## config.mk

```make
export PLATFORM = sky130hd
export DESIGN_NAME = irr_receiver
export DESIGN_NICKNAME = d
export VERILOG_FILES = /design/src/logic/irr_pkg.sv /design/src/logic/irr_receiver.sv
export SDC_FILE = /design/constraint.sdc
export NUM_CORES = 1
export LEC_CHECK = 0
export BUFFER_PORTS_ARGS = -buffer_cell sky130_fd_sc_hd__buf_2
export CORE_AREA = 4 4 123 125
export CTS_CLUSTER_SIZE = 16
export DETAILED_ROUTE_END_ITERATION = 10
export DIE_AREA = 0 0 127 129
export PLACE_DENSITY = 0.81
export SKIP_CTS_REPAIR_TIMING = 1
export SYNTH_ARGS = -nofsm -noshare
export SYNTH_HDL_FRONTEND = slang
export SYNTH_SLANG_ARGS = --single-unit
```

## constraint.sdc

```tcl
create_clock -name aclk -period 7.91 [get_ports aclk]
set_input_delay 1.582 -clock aclk [delete_from_list [all_inputs] [get_ports aclk]]
set_output_delay 1.582 -clock aclk [all_outputs]
set_load 0.005 [all_outputs]
```

## src/logic/irr_pkg.sv

```systemverilog
package irr_pkg;

    // Register indices; byte address on the bus is four times the index
    localparam logic [15:0] IDX_CTRL = 16'hFE27;
    localparam logic [15:0] IDX_FLAGS = 16'hFE28;
    localparam logic [15:0] IDX_SHIFT = 16'hFE29;
    localparam logic [15:0] IDX_HOLDING = 16'hFE2A;
    localparam logic [15:0] IDX_CTPR = 16'hFE2B;
    localparam logic [15:0] IDX_GPW = 16'hFE2C;
    localparam logic [15:0] IDX_D0W = 16'hFE2D;
    localparam logic [15:0] IDX_D1W = 16'hFE2E;
    localparam logic [15:0] IDX_XHW = 16'hFE2F;

    // Control register fields
    localparam int CTRL_RUN = 7;
    localparam int CTRL_FMT_LSB = 4;
    localparam int CTRL_INV = 3;

    // Flag register fields
    localparam int FLG_GOK = 7;
    localparam int FLG_ERR = 5;
    localparam int FLG_BFUL = 3;
    localparam int FLG_REND = 1;

    // Format codes
    localparam logic [2:0] FMT_HALF_PPM = 3'h0;
    localparam logic [2:0] FMT_CLK_PPM = 3'h1;
    localparam logic [2:0] FMT_NONE_PPM = 3'h2;
    localparam logic [2:0] FMT_NONE_MAN = 3'h3;
    localparam logic [2:0] FMT_CLK_MAN = 3'h4;

    // Reference clock selects with special meaning
    localparam logic [2:0] CK_SUB = 3'h6;
    localparam logic [2:0] CK_ONE = 3'h7;

    // Base divider and prescaler counts
    localparam logic [7:0] BASE_MIN = 8'h04;
    localparam logic [5:0] PRE_PPM_MIN = 6'h04;
    localparam logic [5:0] PRE_MAN_MIN = 6'h02;
    localparam logic [5:0] WIDTH_MAX = 6'h3F;
    localparam logic [2:0] BITS_LAST = 3'h7;

    // Reset values
    localparam logic [7:0] RST_REG = 8'h00;

    // Bus responses
    localparam logic [1:0] RESP_OKAY = 2'h0;
    localparam logic [1:0] RESP_SLVERR = 2'h2;

    // Receiver sequencing
    typedef enum logic [1:0] {
        ST_IDLE = 2'b00,
        ST_GUIDE = 2'b01,
        ST_DATA = 2'b10,
        ST_HOLD = 2'b11
    } irr_state_e;

endpackage

```

## src/logic/irr_receiver.sv

```systemverilog
// Our own choice: the AXI4-Lite register port.
`timescale 1ns/10ps
`default_nettype none

// Behaviour
// - Full byte copies shift register to holding
// - Holding register content undefined until transfer
// - Three-bit counter of bits in byte
// - Counter increments on each decoded bit
// - Counter cleared when receiver stopped
// - Guide formats clear counter on guide
// - Guideless formats clear counter on rise
// - Counter and suspend bits are read-only
// - PPM prescaler counts four to thirty-two
// - Manchester prescaler counts two to sixteen
// - End of frame sets suspend, halts
// - Suspended receiver ignores all input
// - Shift register read resumes reception
// - Suspend cleared when receiver stopped
// - Guide prescale ignored in guideless formats
// - Guide bounds ignored in guideless formats
// - Data-0 register holds upper, lower nibbles
// - Data-1 register holds upper, lower nibbles
// - Bit count stays readable after end
// - Format select encodes five formats
// - Bounds are five bits with extension
// - Accept width in lower+1 to upper, reject upper+1
// - Run bit starts and stops reception
module irr_receiver (
    input wire logic aclk,
    input wire logic aresetn,
    input wire logic ir_in,
    input wire logic sub_clk_in,
    input wire logic [17:0] s_axi_awaddr,
    input wire logic s_axi_awvalid,
    output logic s_axi_awready,
    input wire logic [31:0] s_axi_wdata,
    input wire logic [3:0] s_axi_wstrb,
    input wire logic s_axi_wvalid,
    output logic s_axi_wready,
    output logic [1:0] s_axi_bresp,
    output logic s_axi_bvalid,
    input wire logic s_axi_bready,
    input wire logic [17:0] s_axi_araddr,
    input wire logic s_axi_arvalid,
    output logic s_axi_arready,
    output logic [31:0] s_axi_rdata,
    output logic [1:0] s_axi_rresp,
    output logic s_axi_rvalid,
    input wire logic s_axi_rready
);

    // All state of the block
    typedef struct packed {
        logic ir_s1; // Input synchroniser, first stage
        logic ir_s2; // Input synchroniser, second stage
        logic ir_prev; // Previous level for edge detection
        logic sub_s1; // Subclock synchroniser, first stage
        logic sub_s2; // Subclock synchroniser, second stage
        logic sub_prev; // Previous subclock level
        logic [6:0] base_cnt; // Base period divider
        logic [4:0] pre_cnt; // Phase prescaler
        logic [5:0] wcnt; // Pulse width in phase ticks
        irr_pkg::irr_state_e st; // Receiver sequencing
        logic half; // Manchester boundary edge seen
        logic [7:0] ctrl; // Run, format, polarity, clock select
        logic gok; // Guide received
        logic err; // Data error
        logic bful; // Byte transfer flag
        logic rend; // End of reception
        logic [3:0] ien; // Enable bits, stored only
        logic [7:0] shift; // Receive shift register
        logic [7:0] holding; // Receive byte holding register
        logic [3:0] psel; // Guide and data prescaler selects
        logic suspend; // Suspend flag
        logic [2:0] bitcnt;
        logic [7:0] gpw; // Guide width bounds
        logic [7:0] d0w; // Data-0 width bounds
        logic [7:0] d1w; // Data-1 width bounds
        logic dir; // Shift direction, 1 = MSB first
        logic [5:0] hi; // Bit 4 of each bound
        logic awready; // Bus write address ready
        logic wready; // Bus write data ready
        logic aw_ok; // Write address latched
        logic [15:0] aw_idx; // Latched write index
        logic w_ok; // Write data latched
        logic [7:0] wd; // Latched write data
        logic wbyte; // Low byte lane enabled
        logic bvalid; // Write response pending
        logic [1:0] bresp; // Write response code
        logic arready; // Bus read address ready
        logic rvalid; // Read data pending
        logic [7:0] rdata; // Read data
        logic [1:0] rresp; // Read response code
    } irr_s;

    irr_s s; // Registered state
    irr_s n; // Next state

    // Bounds widen to thresholds of (value + 1) ticks
    function automatic logic [5:0] lim(input logic [4:0] b);
        lim = {1'b0, b} + 6'h01;
    endfunction

    // Outputs come straight from the state register
    assign s_axi_awready = s.awready;
    assign s_axi_wready = s.wready;
    assign s_axi_bvalid = s.bvalid;
    assign s_axi_bresp = s.bresp;
    assign s_axi_arready = s.arready;
    assign s_axi_rvalid = s.rvalid;
    assign s_axi_rresp = s.rresp;
    assign s_axi_rdata = {24'h000000, s.rdata};

    logic lvl; // Polarity-corrected input level
    logic prev_lvl; // Polarity-corrected previous level
    logic rise; // Corrected rising edge
    logic fall; // Corrected falling edge
    logic [2:0] fmt; // Selected format
    logic manch; // Manchester format in use
    logic guided; // Format with a guide pulse
    logic [2:0] cksel; // Reference clock select
    logic [7:0] base_last; // Last count of the base divider
    logic base_tick; // One base period elapsed
    logic [1:0] sel; // Prescaler select of the current phase
    logic [5:0] pre_last; // Last count of the prescaler
    logic phase_tick; // One phase tick elapsed
    logic [4:0] glo, ghi, zlo, zhi, olo, ohi; // Five-bit bounds
    logic gwin, zwin, owin; // Width inside a window
    logic ref_edge; // Edge that closes a measured pulse
    logic emit; // A data bit was decoded
    logic bitv; // Value of the decoded bit
    logic [7:0] newsh; // Shift register with the new bit
    logic [15:0] ar_idx; // Read index
    logic wmap; // Write index is mapped

    // Next-state logic for bus, timing and receiver
    always_comb begin
        n = s;
        emit = 1'b0;
        bitv = 1'b0;
        ref_edge = 1'b0; // Idle and hold close no pulse
        // Two-flop synchronisers; only the second stage is looked at
        n.ir_s1 = ir_in;
        n.ir_s2 = s.ir_s1;
        n.ir_prev = s.ir_s2;
        n.sub_s1 = sub_clk_in;
        n.sub_s2 = s.sub_s1;
        n.sub_prev = s.sub_s2;
        lvl = s.ir_s2 ^ s.ctrl[irr_pkg::CTRL_INV];
        prev_lvl = s.ir_prev ^ s.ctrl[irr_pkg::CTRL_INV];
        rise = lvl & ~prev_lvl;
        fall = ~lvl & prev_lvl;
        fmt = s.ctrl[irr_pkg::CTRL_FMT_LSB +: 3];
        manch = (fmt == irr_pkg::FMT_NONE_MAN) || (fmt == irr_pkg::FMT_CLK_MAN);
        guided = (fmt == irr_pkg::FMT_HALF_PPM) ||
                 (fmt == irr_pkg::FMT_CLK_PPM) || (fmt == irr_pkg::FMT_CLK_MAN);
        cksel = s.ctrl[2:0];

        // Base period: 4..128 cycles, one cycle, or a subclock edge
        base_last = (irr_pkg::BASE_MIN << cksel) - 8'h01;
        if (cksel == irr_pkg::CK_SUB) begin
            base_tick = s.sub_s2 & ~s.sub_prev;
        end else if (cksel == irr_pkg::CK_ONE) begin
            base_tick = 1'b1;
        end else begin
            base_tick = ({1'b0, s.base_cnt} >= base_last);
        end
        n.base_cnt = base_tick ? 7'h00 : s.base_cnt + 7'h01;

        // Guide select only applies while a guide is measured
        sel = (s.st == irr_pkg::ST_GUIDE) ? s.psel[3:2] : s.psel[1:0];
        if (manch) begin
            pre_last = (irr_pkg::PRE_MAN_MIN << sel) - 6'h01;
        end else begin
            pre_last = (irr_pkg::PRE_PPM_MIN << sel) - 6'h01;
        end
        phase_tick = base_tick && ({1'b0, s.pre_cnt} >= pre_last);
        if (base_tick) begin
            n.pre_cnt = phase_tick ? 5'h00 : s.pre_cnt + 5'h01;
        end
        // Width saturates so a long gap never wraps into a window
        if (phase_tick && s.wcnt != irr_pkg::WIDTH_MAX) begin
            n.wcnt = s.wcnt + 6'h01;
        end

        // Bounds: nibble from the width register, bit 4 from extension
        glo = {s.hi[0], s.gpw[3:0]};
        ghi = {s.hi[1], s.gpw[7:4]};
        zlo = {s.hi[2], s.d0w[3:0]};
        zhi = {s.hi[3], s.d0w[7:4]};
        olo = {s.hi[4], s.d1w[3:0]};
        ohi = {s.hi[5], s.d1w[7:4]};
        gwin = (s.wcnt >= lim(glo)) && (s.wcnt < lim(ghi));
        zwin = (s.wcnt >= lim(zlo)) && (s.wcnt < lim(zhi));
        owin = (s.wcnt >= lim(olo)) && (s.wcnt < lim(ohi));

        // Bus write channel; applied before hardware sets so a set wins
        if (s_axi_awvalid && s.awready) begin
            n.aw_ok = 1'b1;
            n.aw_idx = s_axi_awaddr[17:2];
            n.awready = 1'b0;
        end
        if (s_axi_wvalid && s.wready) begin
            n.w_ok = 1'b1;
            n.wd = s_axi_wdata[7:0];
            n.wbyte = s_axi_wstrb[0];
            n.wready = 1'b0;
        end
        wmap = 1'b1;
        if (s.aw_ok && s.w_ok && !s.bvalid) begin
            unique case (s.aw_idx)
                irr_pkg::IDX_CTRL: begin
                    if (s.wbyte) n.ctrl = s.wd;
                end
                irr_pkg::IDX_FLAGS: begin
                    // Flags clear on writing 0, writing 1 leaves them
                    if (s.wbyte) begin
                        n.gok = s.gok & s.wd[irr_pkg::FLG_GOK];
                        n.err = s.err & s.wd[irr_pkg::FLG_ERR];
                        n.bful = s.bful & s.wd[irr_pkg::FLG_BFUL];
                        n.rend = s.rend & s.wd[irr_pkg::FLG_REND];
                        n.ien = {s.wd[6], s.wd[4], s.wd[2], s.wd[0]};
                    end
                end
                irr_pkg::IDX_CTPR: begin
                    if (s.wbyte) n.psel = s.wd[7:4];
                end
                irr_pkg::IDX_GPW: begin
                    if (s.wbyte) n.gpw = s.wd;
                end
                irr_pkg::IDX_D0W: begin
                    if (s.wbyte) n.d0w = s.wd;
                end
                irr_pkg::IDX_D1W: begin
                    if (s.wbyte) n.d1w = s.wd;
                end
                irr_pkg::IDX_XHW: begin
                    if (s.wbyte) begin
                        n.dir = s.wd[7];
                        n.hi = s.wd[5:0];
                    end
                end
                // Read-only registers accept the write and keep their value
                irr_pkg::IDX_SHIFT, irr_pkg::IDX_HOLDING: begin
                end
                default: wmap = 1'b0;
            endcase
            n.bvalid = 1'b1;
            n.bresp = wmap ? irr_pkg::RESP_OKAY : irr_pkg::RESP_SLVERR;
            n.aw_ok = 1'b0;
            n.w_ok = 1'b0;
        end
        if (s.bvalid && s_axi_bready) begin
            n.bvalid = 1'b0;
            n.awready = 1'b1;
            n.wready = 1'b1;
        end

        // Receiver sequencing
        unique case (s.st)
            irr_pkg::ST_IDLE: begin
                if (rise) begin
                    n.wcnt = 6'h00;
                    n.pre_cnt = 5'h00;
                    n.half = 1'b0;
                    if (guided) begin
                        n.st = irr_pkg::ST_GUIDE;
                    end else begin
                        // No guide: the first rise opens the frame
                        n.shift = 8'h00;
                        n.bitcnt = 3'h0;
                        n.st = irr_pkg::ST_DATA;
                    end
                end
            end
            irr_pkg::ST_GUIDE: begin
                // Half-clock guide ends on its fall, clock guide on a rise
                ref_edge = (fmt == irr_pkg::FMT_HALF_PPM) ? fall : rise;
                if (ref_edge) begin
                    n.wcnt = 6'h00;
                    n.pre_cnt = 5'h00;
                    if (gwin) begin
                        n.gok = 1'b1;
                        n.shift = 8'h00;
                        n.bitcnt = 3'h0;
                        n.st = irr_pkg::ST_DATA;
                    end else begin
                        n.st = irr_pkg::ST_IDLE;
                    end
                end else if (s.wcnt >= lim(ghi)) begin
                    n.st = irr_pkg::ST_IDLE;
                end
            end
            irr_pkg::ST_DATA: begin
                if (manch) begin
                    ref_edge = rise | fall;
                end else if (fmt == irr_pkg::FMT_HALF_PPM) begin
                    ref_edge = fall;
                end else begin
                    ref_edge = rise;
                end
                if (ref_edge) begin
                    n.wcnt = 6'h00;
                    n.pre_cnt = 5'h00;
                    if (!manch && zwin) begin
                        emit = 1'b1;
                    end else if (!manch && owin) begin
                        emit = 1'b1;
                        bitv = 1'b1;
                    end else if (manch && owin) begin
                        // Full-bit spacing: this is a mid-bit edge
                        emit = 1'b1;
                        bitv = lvl;
                        n.half = 1'b0;
                    end else if (manch && zwin) begin
                        // Half-bit spacing: every second one is mid-bit
                        emit = s.half;
                        bitv = lvl;
                        n.half = ~s.half;
                    end else begin
                        n.err = 1'b1;
                        n.st = irr_pkg::ST_IDLE;
                    end
                end else if (s.wcnt >= lim(ohi)) begin
                    // Silence past the data-1 bound ends the frame
                    n.rend = 1'b1;
                    n.suspend = 1'b1;
                    n.st = irr_pkg::ST_HOLD;
                end
            end
            irr_pkg::ST_HOLD: begin
                n.wcnt = 6'h00;
            end
        endcase

        // Decoded bit enters the shift register and the counter
        newsh = s.dir ? {s.shift[6:0], bitv} : {bitv, s.shift[7:1]};
        if (emit) begin
            if (s.bitcnt == irr_pkg::BITS_LAST) begin
                n.holding = newsh;
                n.shift = 8'h00;
                n.bful = 1'b1;
                n.bitcnt = 3'h0;
            end else begin
                n.shift = newsh;
                n.bitcnt = s.bitcnt + 3'h1;
            end
        end

        // Bus read channel; reading the shift register resumes
        ar_idx = s_axi_araddr[17:2];
        if (s_axi_arvalid && s.arready) begin
            n.arready = 1'b0;
            n.rvalid = 1'b1;
            n.rresp = irr_pkg::RESP_OKAY;
            unique case (ar_idx)
                irr_pkg::IDX_CTRL: n.rdata = s.ctrl;
                irr_pkg::IDX_FLAGS: n.rdata = {s.gok, s.ien[3], s.err,
                    s.ien[2], s.bful, s.ien[1], s.rend, s.ien[0]};
                irr_pkg::IDX_SHIFT: begin
                    n.rdata = s.shift;
                    if (s.st == irr_pkg::ST_HOLD) begin
                        n.suspend = 1'b0;
                        n.st = irr_pkg::ST_IDLE;
                    end
                end
                irr_pkg::IDX_HOLDING: n.rdata = s.holding;
                irr_pkg::IDX_CTPR: n.rdata = {s.psel, s.suspend, s.bitcnt};
                irr_pkg::IDX_GPW: n.rdata = s.gpw;
                irr_pkg::IDX_D0W: n.rdata = s.d0w;
                irr_pkg::IDX_D1W: n.rdata = s.d1w;
                irr_pkg::IDX_XHW: n.rdata = {s.dir, 1'b0, s.hi};
                default: begin
                    n.rdata = 8'h00;
                    n.rresp = irr_pkg::RESP_SLVERR;
                end
            endcase
        end
        if (s.rvalid && s_axi_rready) begin
            n.rvalid = 1'b0;
            n.arready = 1'b1;
        end

        // Stopped receiver: sequencing, bit, width and prescale counters held clear; the base divider keeps running
        if (!s.ctrl[irr_pkg::CTRL_RUN]) begin
            n.st = irr_pkg::ST_IDLE;
            n.bitcnt = 3'h0;
            n.suspend = 1'b0;
            n.shift = 8'h00;
            n.half = 1'b0;
            n.wcnt = 6'h00;
            n.pre_cnt = 5'h00;
        end

        // Synchronous reset; ready signals come up high
        if (!aresetn) begin
            n = '0;
            n.ctrl = irr_pkg::RST_REG;
            n.awready = 1'b1;
            n.wready = 1'b1;
            n.arready = 1'b1;
        end
    end

    // Single state register
    always_ff @(posedge aclk) begin
        s <= n;
    end

endmodule // irr_receiver

`default_nettype wire

```

==> metrics.txt <==
Worst Setup SP=s[116]$_SDFF_PN0_; layout cells sized above 1=13.6%; CTS tree=done; worst hold path class=reg -> reg; Setup CP Type=reg -> reg; via count=6,692; synthesized cell area=8300 um2; Num CTS Buffers=17; final hold slack=0.436 ns; DR iter-0 viols=612; Initial Utilization=59.8%; Net Sw Frac=26.3%; Worst Hold Depth=1; final hold vios=0; Distinct cells, synth=76; first-pass GRT wire length=32,000 um; share of power burned in registers=46.0%; Worst-Margin Slew=1.02 ns; core area=13,900 um2; PD cells=176 nW/um2; Worst Setup EP=s[128]$_SDFF_PN0_; crit end category=flip-flop; CP Max Fanout=8; R2R setup slack=4.37 ns; Site Rows=43; slew margin rel.=31.9%; Internal Power=1.18 mW; area fraction of the dominant cell type after synthesis=33.8%; Layout area overhead=9.51%; placed cell areas=8510 um2; Final ANT Viol Nets=0; FMAX=282 MHz; H-tree Lvls=4; Clock Sinks=140; r2r startpoint=s[116]$_SDFF_PN0_; placer congestion estimate=0.965; FF+latch count, synth=140; combinational share of power=5.4%; initial antenna violation count=0; Worst Path Required=8.28 ns; DIE WIDTH=127 um; Final Max Slew Viols=0; clk buf depth=2; Post-Synthesis Cells=923; Tcrit/Tclk final=44.8%; status=complete, no violations; antenna cells=0; DR WL/cell=17.0 um; Leakage=3.64 nW; Post-synth EDFFs=0; Worst EP arrival=3.91 ns; port bufs=64; FFs w/ async S/R, synth=0%; Startpoint Class=flip-flop; Ports=122; Syn Area/Cell=8.99 um2; clk_lat worst skew=0.43 ns; Reg clk slew, reported paths=0.07 ns; final instance area=9090 um2; root buffer cell=clkbuf_16; ranking of synthesized cells by area=dfxtp_1, ha_1, mux2i_1; Fillers=1,139; sequential-to-total area share from yosys stat=33.8%; Max Cap Viol=0; VDD IR max=0.000168 V; final setup fails=0; Vias/cell=5.81; Worst Reg-to-Reg Cells=12; Finished Layout Cells=1,151; Clk network pwr share=48.5%; Layout Skew=0.00969 ns; fin nets=1,100; Syn. warnings=0; RSZ-0062 raised after global routing=false; DR pass1 iterations=8; pin count of the biggest net entering global routing=109; GRT Overall Usage=24.4%; vias in the first global route=6,429; DRC=0; remaining global-route overflow=0; cell taking the most area after synthesis=dfxtp_1; Detailed Place HPWL=14,500 um; Main synth FF type=dfxtp_1; placed insts=1,119; Die Area=16,400 um2; routed wire length=19,600 um; TNS Setup=0 ns; Psw=421 uW; total power=1.60 mW; reg-to-reg endpoint=s[128]$_SDFF_PN0_; die height=129 um; crit path time final=3.54 ns
cell usage after synthesis (3+ instances only):
cell type,count
dfxtp_1,140
and3_1,8
or3_1,4
and2_1,21
a21boi_0,38
nand3b_1,4
xnor2_1,12
a211oi_1,12
nor3b_1,6
a21oi_1,18
nand2_1,103
buf_4,38
a31oi_1,10
nand2b_1,12
mux2i_1,51
clkbuf_1,30
o21ai_0,22
o21a_1,3
nand3_1,33
inv_1,39
ha_1,61
nor2_1,41
xor2_1,20
o41ai_1,3
o21ai_1,6
a32o_1,11
nor3_1,4
mux2_2,13
o22ai_1,8
buf_2,5
a21o_1,6
nand4bb_1,4
nor2b_1,55
nand4_1,7
a22oi_1,25
per-layer routing:
| metal | GRT usage [%] | wire length (um) | up-vias |
|---|---|---|---|
| li1 | - | - | 3287 |
| met1 | 31.8 | 8480 | 3129 |
| met2 | 40.0 | 9220 | 245 |
| met3 | 5.19 | 1420 | 31 |
| met4 | 9.21 | 500 | 0 |
| met5 | 0 | 0 | - |
area by class of cell:
cell class / count / area, um2 / area share [%]
clock inverter: 15 / 155 / 1.71
tap: 180 / 225 / 2.48
clock buffer: 17 / 425 / 4.68
multi-input combinational: 694 / 5000 / 55.0
timing repair buffer: 66 / 335 / 3.69
inverter: 39 / 146 / 1.61
sequential: 140 / 2800 / 30.8
sequential cells by signal, summed over array words and instances, names as in the netlist:
register       flops
fmt                3
s                 99
s_axi_rresp        1
s_axi_bresp        1
glo                5
ghi                5
s_axi_arready      1
s_axi_wready       1
ohi                5
olo                5
s_axi_awready      1
s_axi_bvalid       1
cksel              3
s_axi_rdata        8
s_axi_rvalid       1
worst max-delay path, cell delays in order, from the launching register on:
cell,delay [ns]
dfxtp_1,0.49
nor2b_4,0.30
mux2i_1,0.46
ha_1,0.34
nand2_1,0.08
ha_1,0.25
xor2_1,0.18
ha_1,0.24
a21o_1,0.16
a21oi_1,0.29
nor2_1,0.12
or3_1,0.45
nor2_1,0.13
through the flow:
stage                     util [%]  setup slack [ns]
after floorplan                  -              4.91
after global placement        61.3              4.25
after detailed placement      61.3              4.18
after CTS                     65.5              4.36
after global routing          65.5              4.10
final                         65.5              4.37
cell families (layout without fill, tap and decap cells):
logic type | after synthesis | after routing | share of synthesized area [%]
other | 1 | 26 | 0.0452
AO/OA/AOI/OAI | 190 | 190 | 17.2
XOR/XNOR | 32 | 32 | 3.38
flip-flops | 140 | 140 | 33.8
adder cells (fa/ha/maj) | 61 | 61 | 9.20
multiplexers | 66 | 66 | 8.46
AND/OR/NAND/NOR | 319 | 319 | 20.9
buffers and inverters | 114 | 137 | 7.13
how the worst min path moves through the flow:
stage	start	endpoint	slack [ns]
6_report	s[138]$_SDFF_PN0_	s[137]$_SDFF_PN0_	0.44
5_1_grt	s[141]$_SDFF_PN0_	s[140]$_SDFF_PN0_	0.45
4_1_cts	s[138]$_SDFF_PN0_	s[137]$_SDFF_PN0_	0.44
3_5_place_dp	s[138]$_SDFF_PN0_	s[137]$_SDFF_PN0_	0.42
3_3_place_gp	s[141]$_SDFF_PN0_	s[140]$_SDFF_PN0_	0.42
2_1_floorplan	s[138]$_SDFF_PN0_	s[137]$_SDFF_PN0_	0.41
power by group through the flow:
| stage | logic [mW] | clock network, mW | registers (mW) |
|---|---|---|---|
| 6_report | 0.0866 | 0.776 | 0.736 |
| 5_1_grt | 0.0984 | 0.816 | 0.738 |
| 4_1_cts | 0.0872 | 0.784 | 0.736 |
| 3_5_place_dp | 0.0871 | 0 | 0.752 |
| 3_3_place_gp | 0.0858 | 0 | 0.751 |
| 2_1_floorplan | 0.0742 | 0 | 0.745 |
cells in the final DEF, fill, tap and decap left out, drive strengths merged, types with 3 or more instances in the layout:
cell type,netlist,layout
a21o,6,6
o22ai,8,8
xnor2,12,12
nor3b,8,8
inv,39,47
and3,8,8
mux2i,52,52
clkbuf,30,17
o41ai,3,3
nand4bb,4,4
xor2,20,20
nand3,33,33
dfxtp,140,140
a211oi,12,12
nand2,103,103
mux2,13,13
a32o,11,11
o21a,3,3
nor3,6,6
a21oi,20,20
nand2b,12,12
and2,21,21
o211ai,3,3
ha,61,61
nor2b,57,57
nand3b,5,5
conb,1,26
buf,45,66
clkinv,0,6
or3,4,4
a21boi,41,41
o21ai,29,29
nand4,7,7
a22oi,25,25
a31oi,10,10
nor2,41,41
nor4,3,3
No activity file was read; power rests on OpenSTA's default activity.
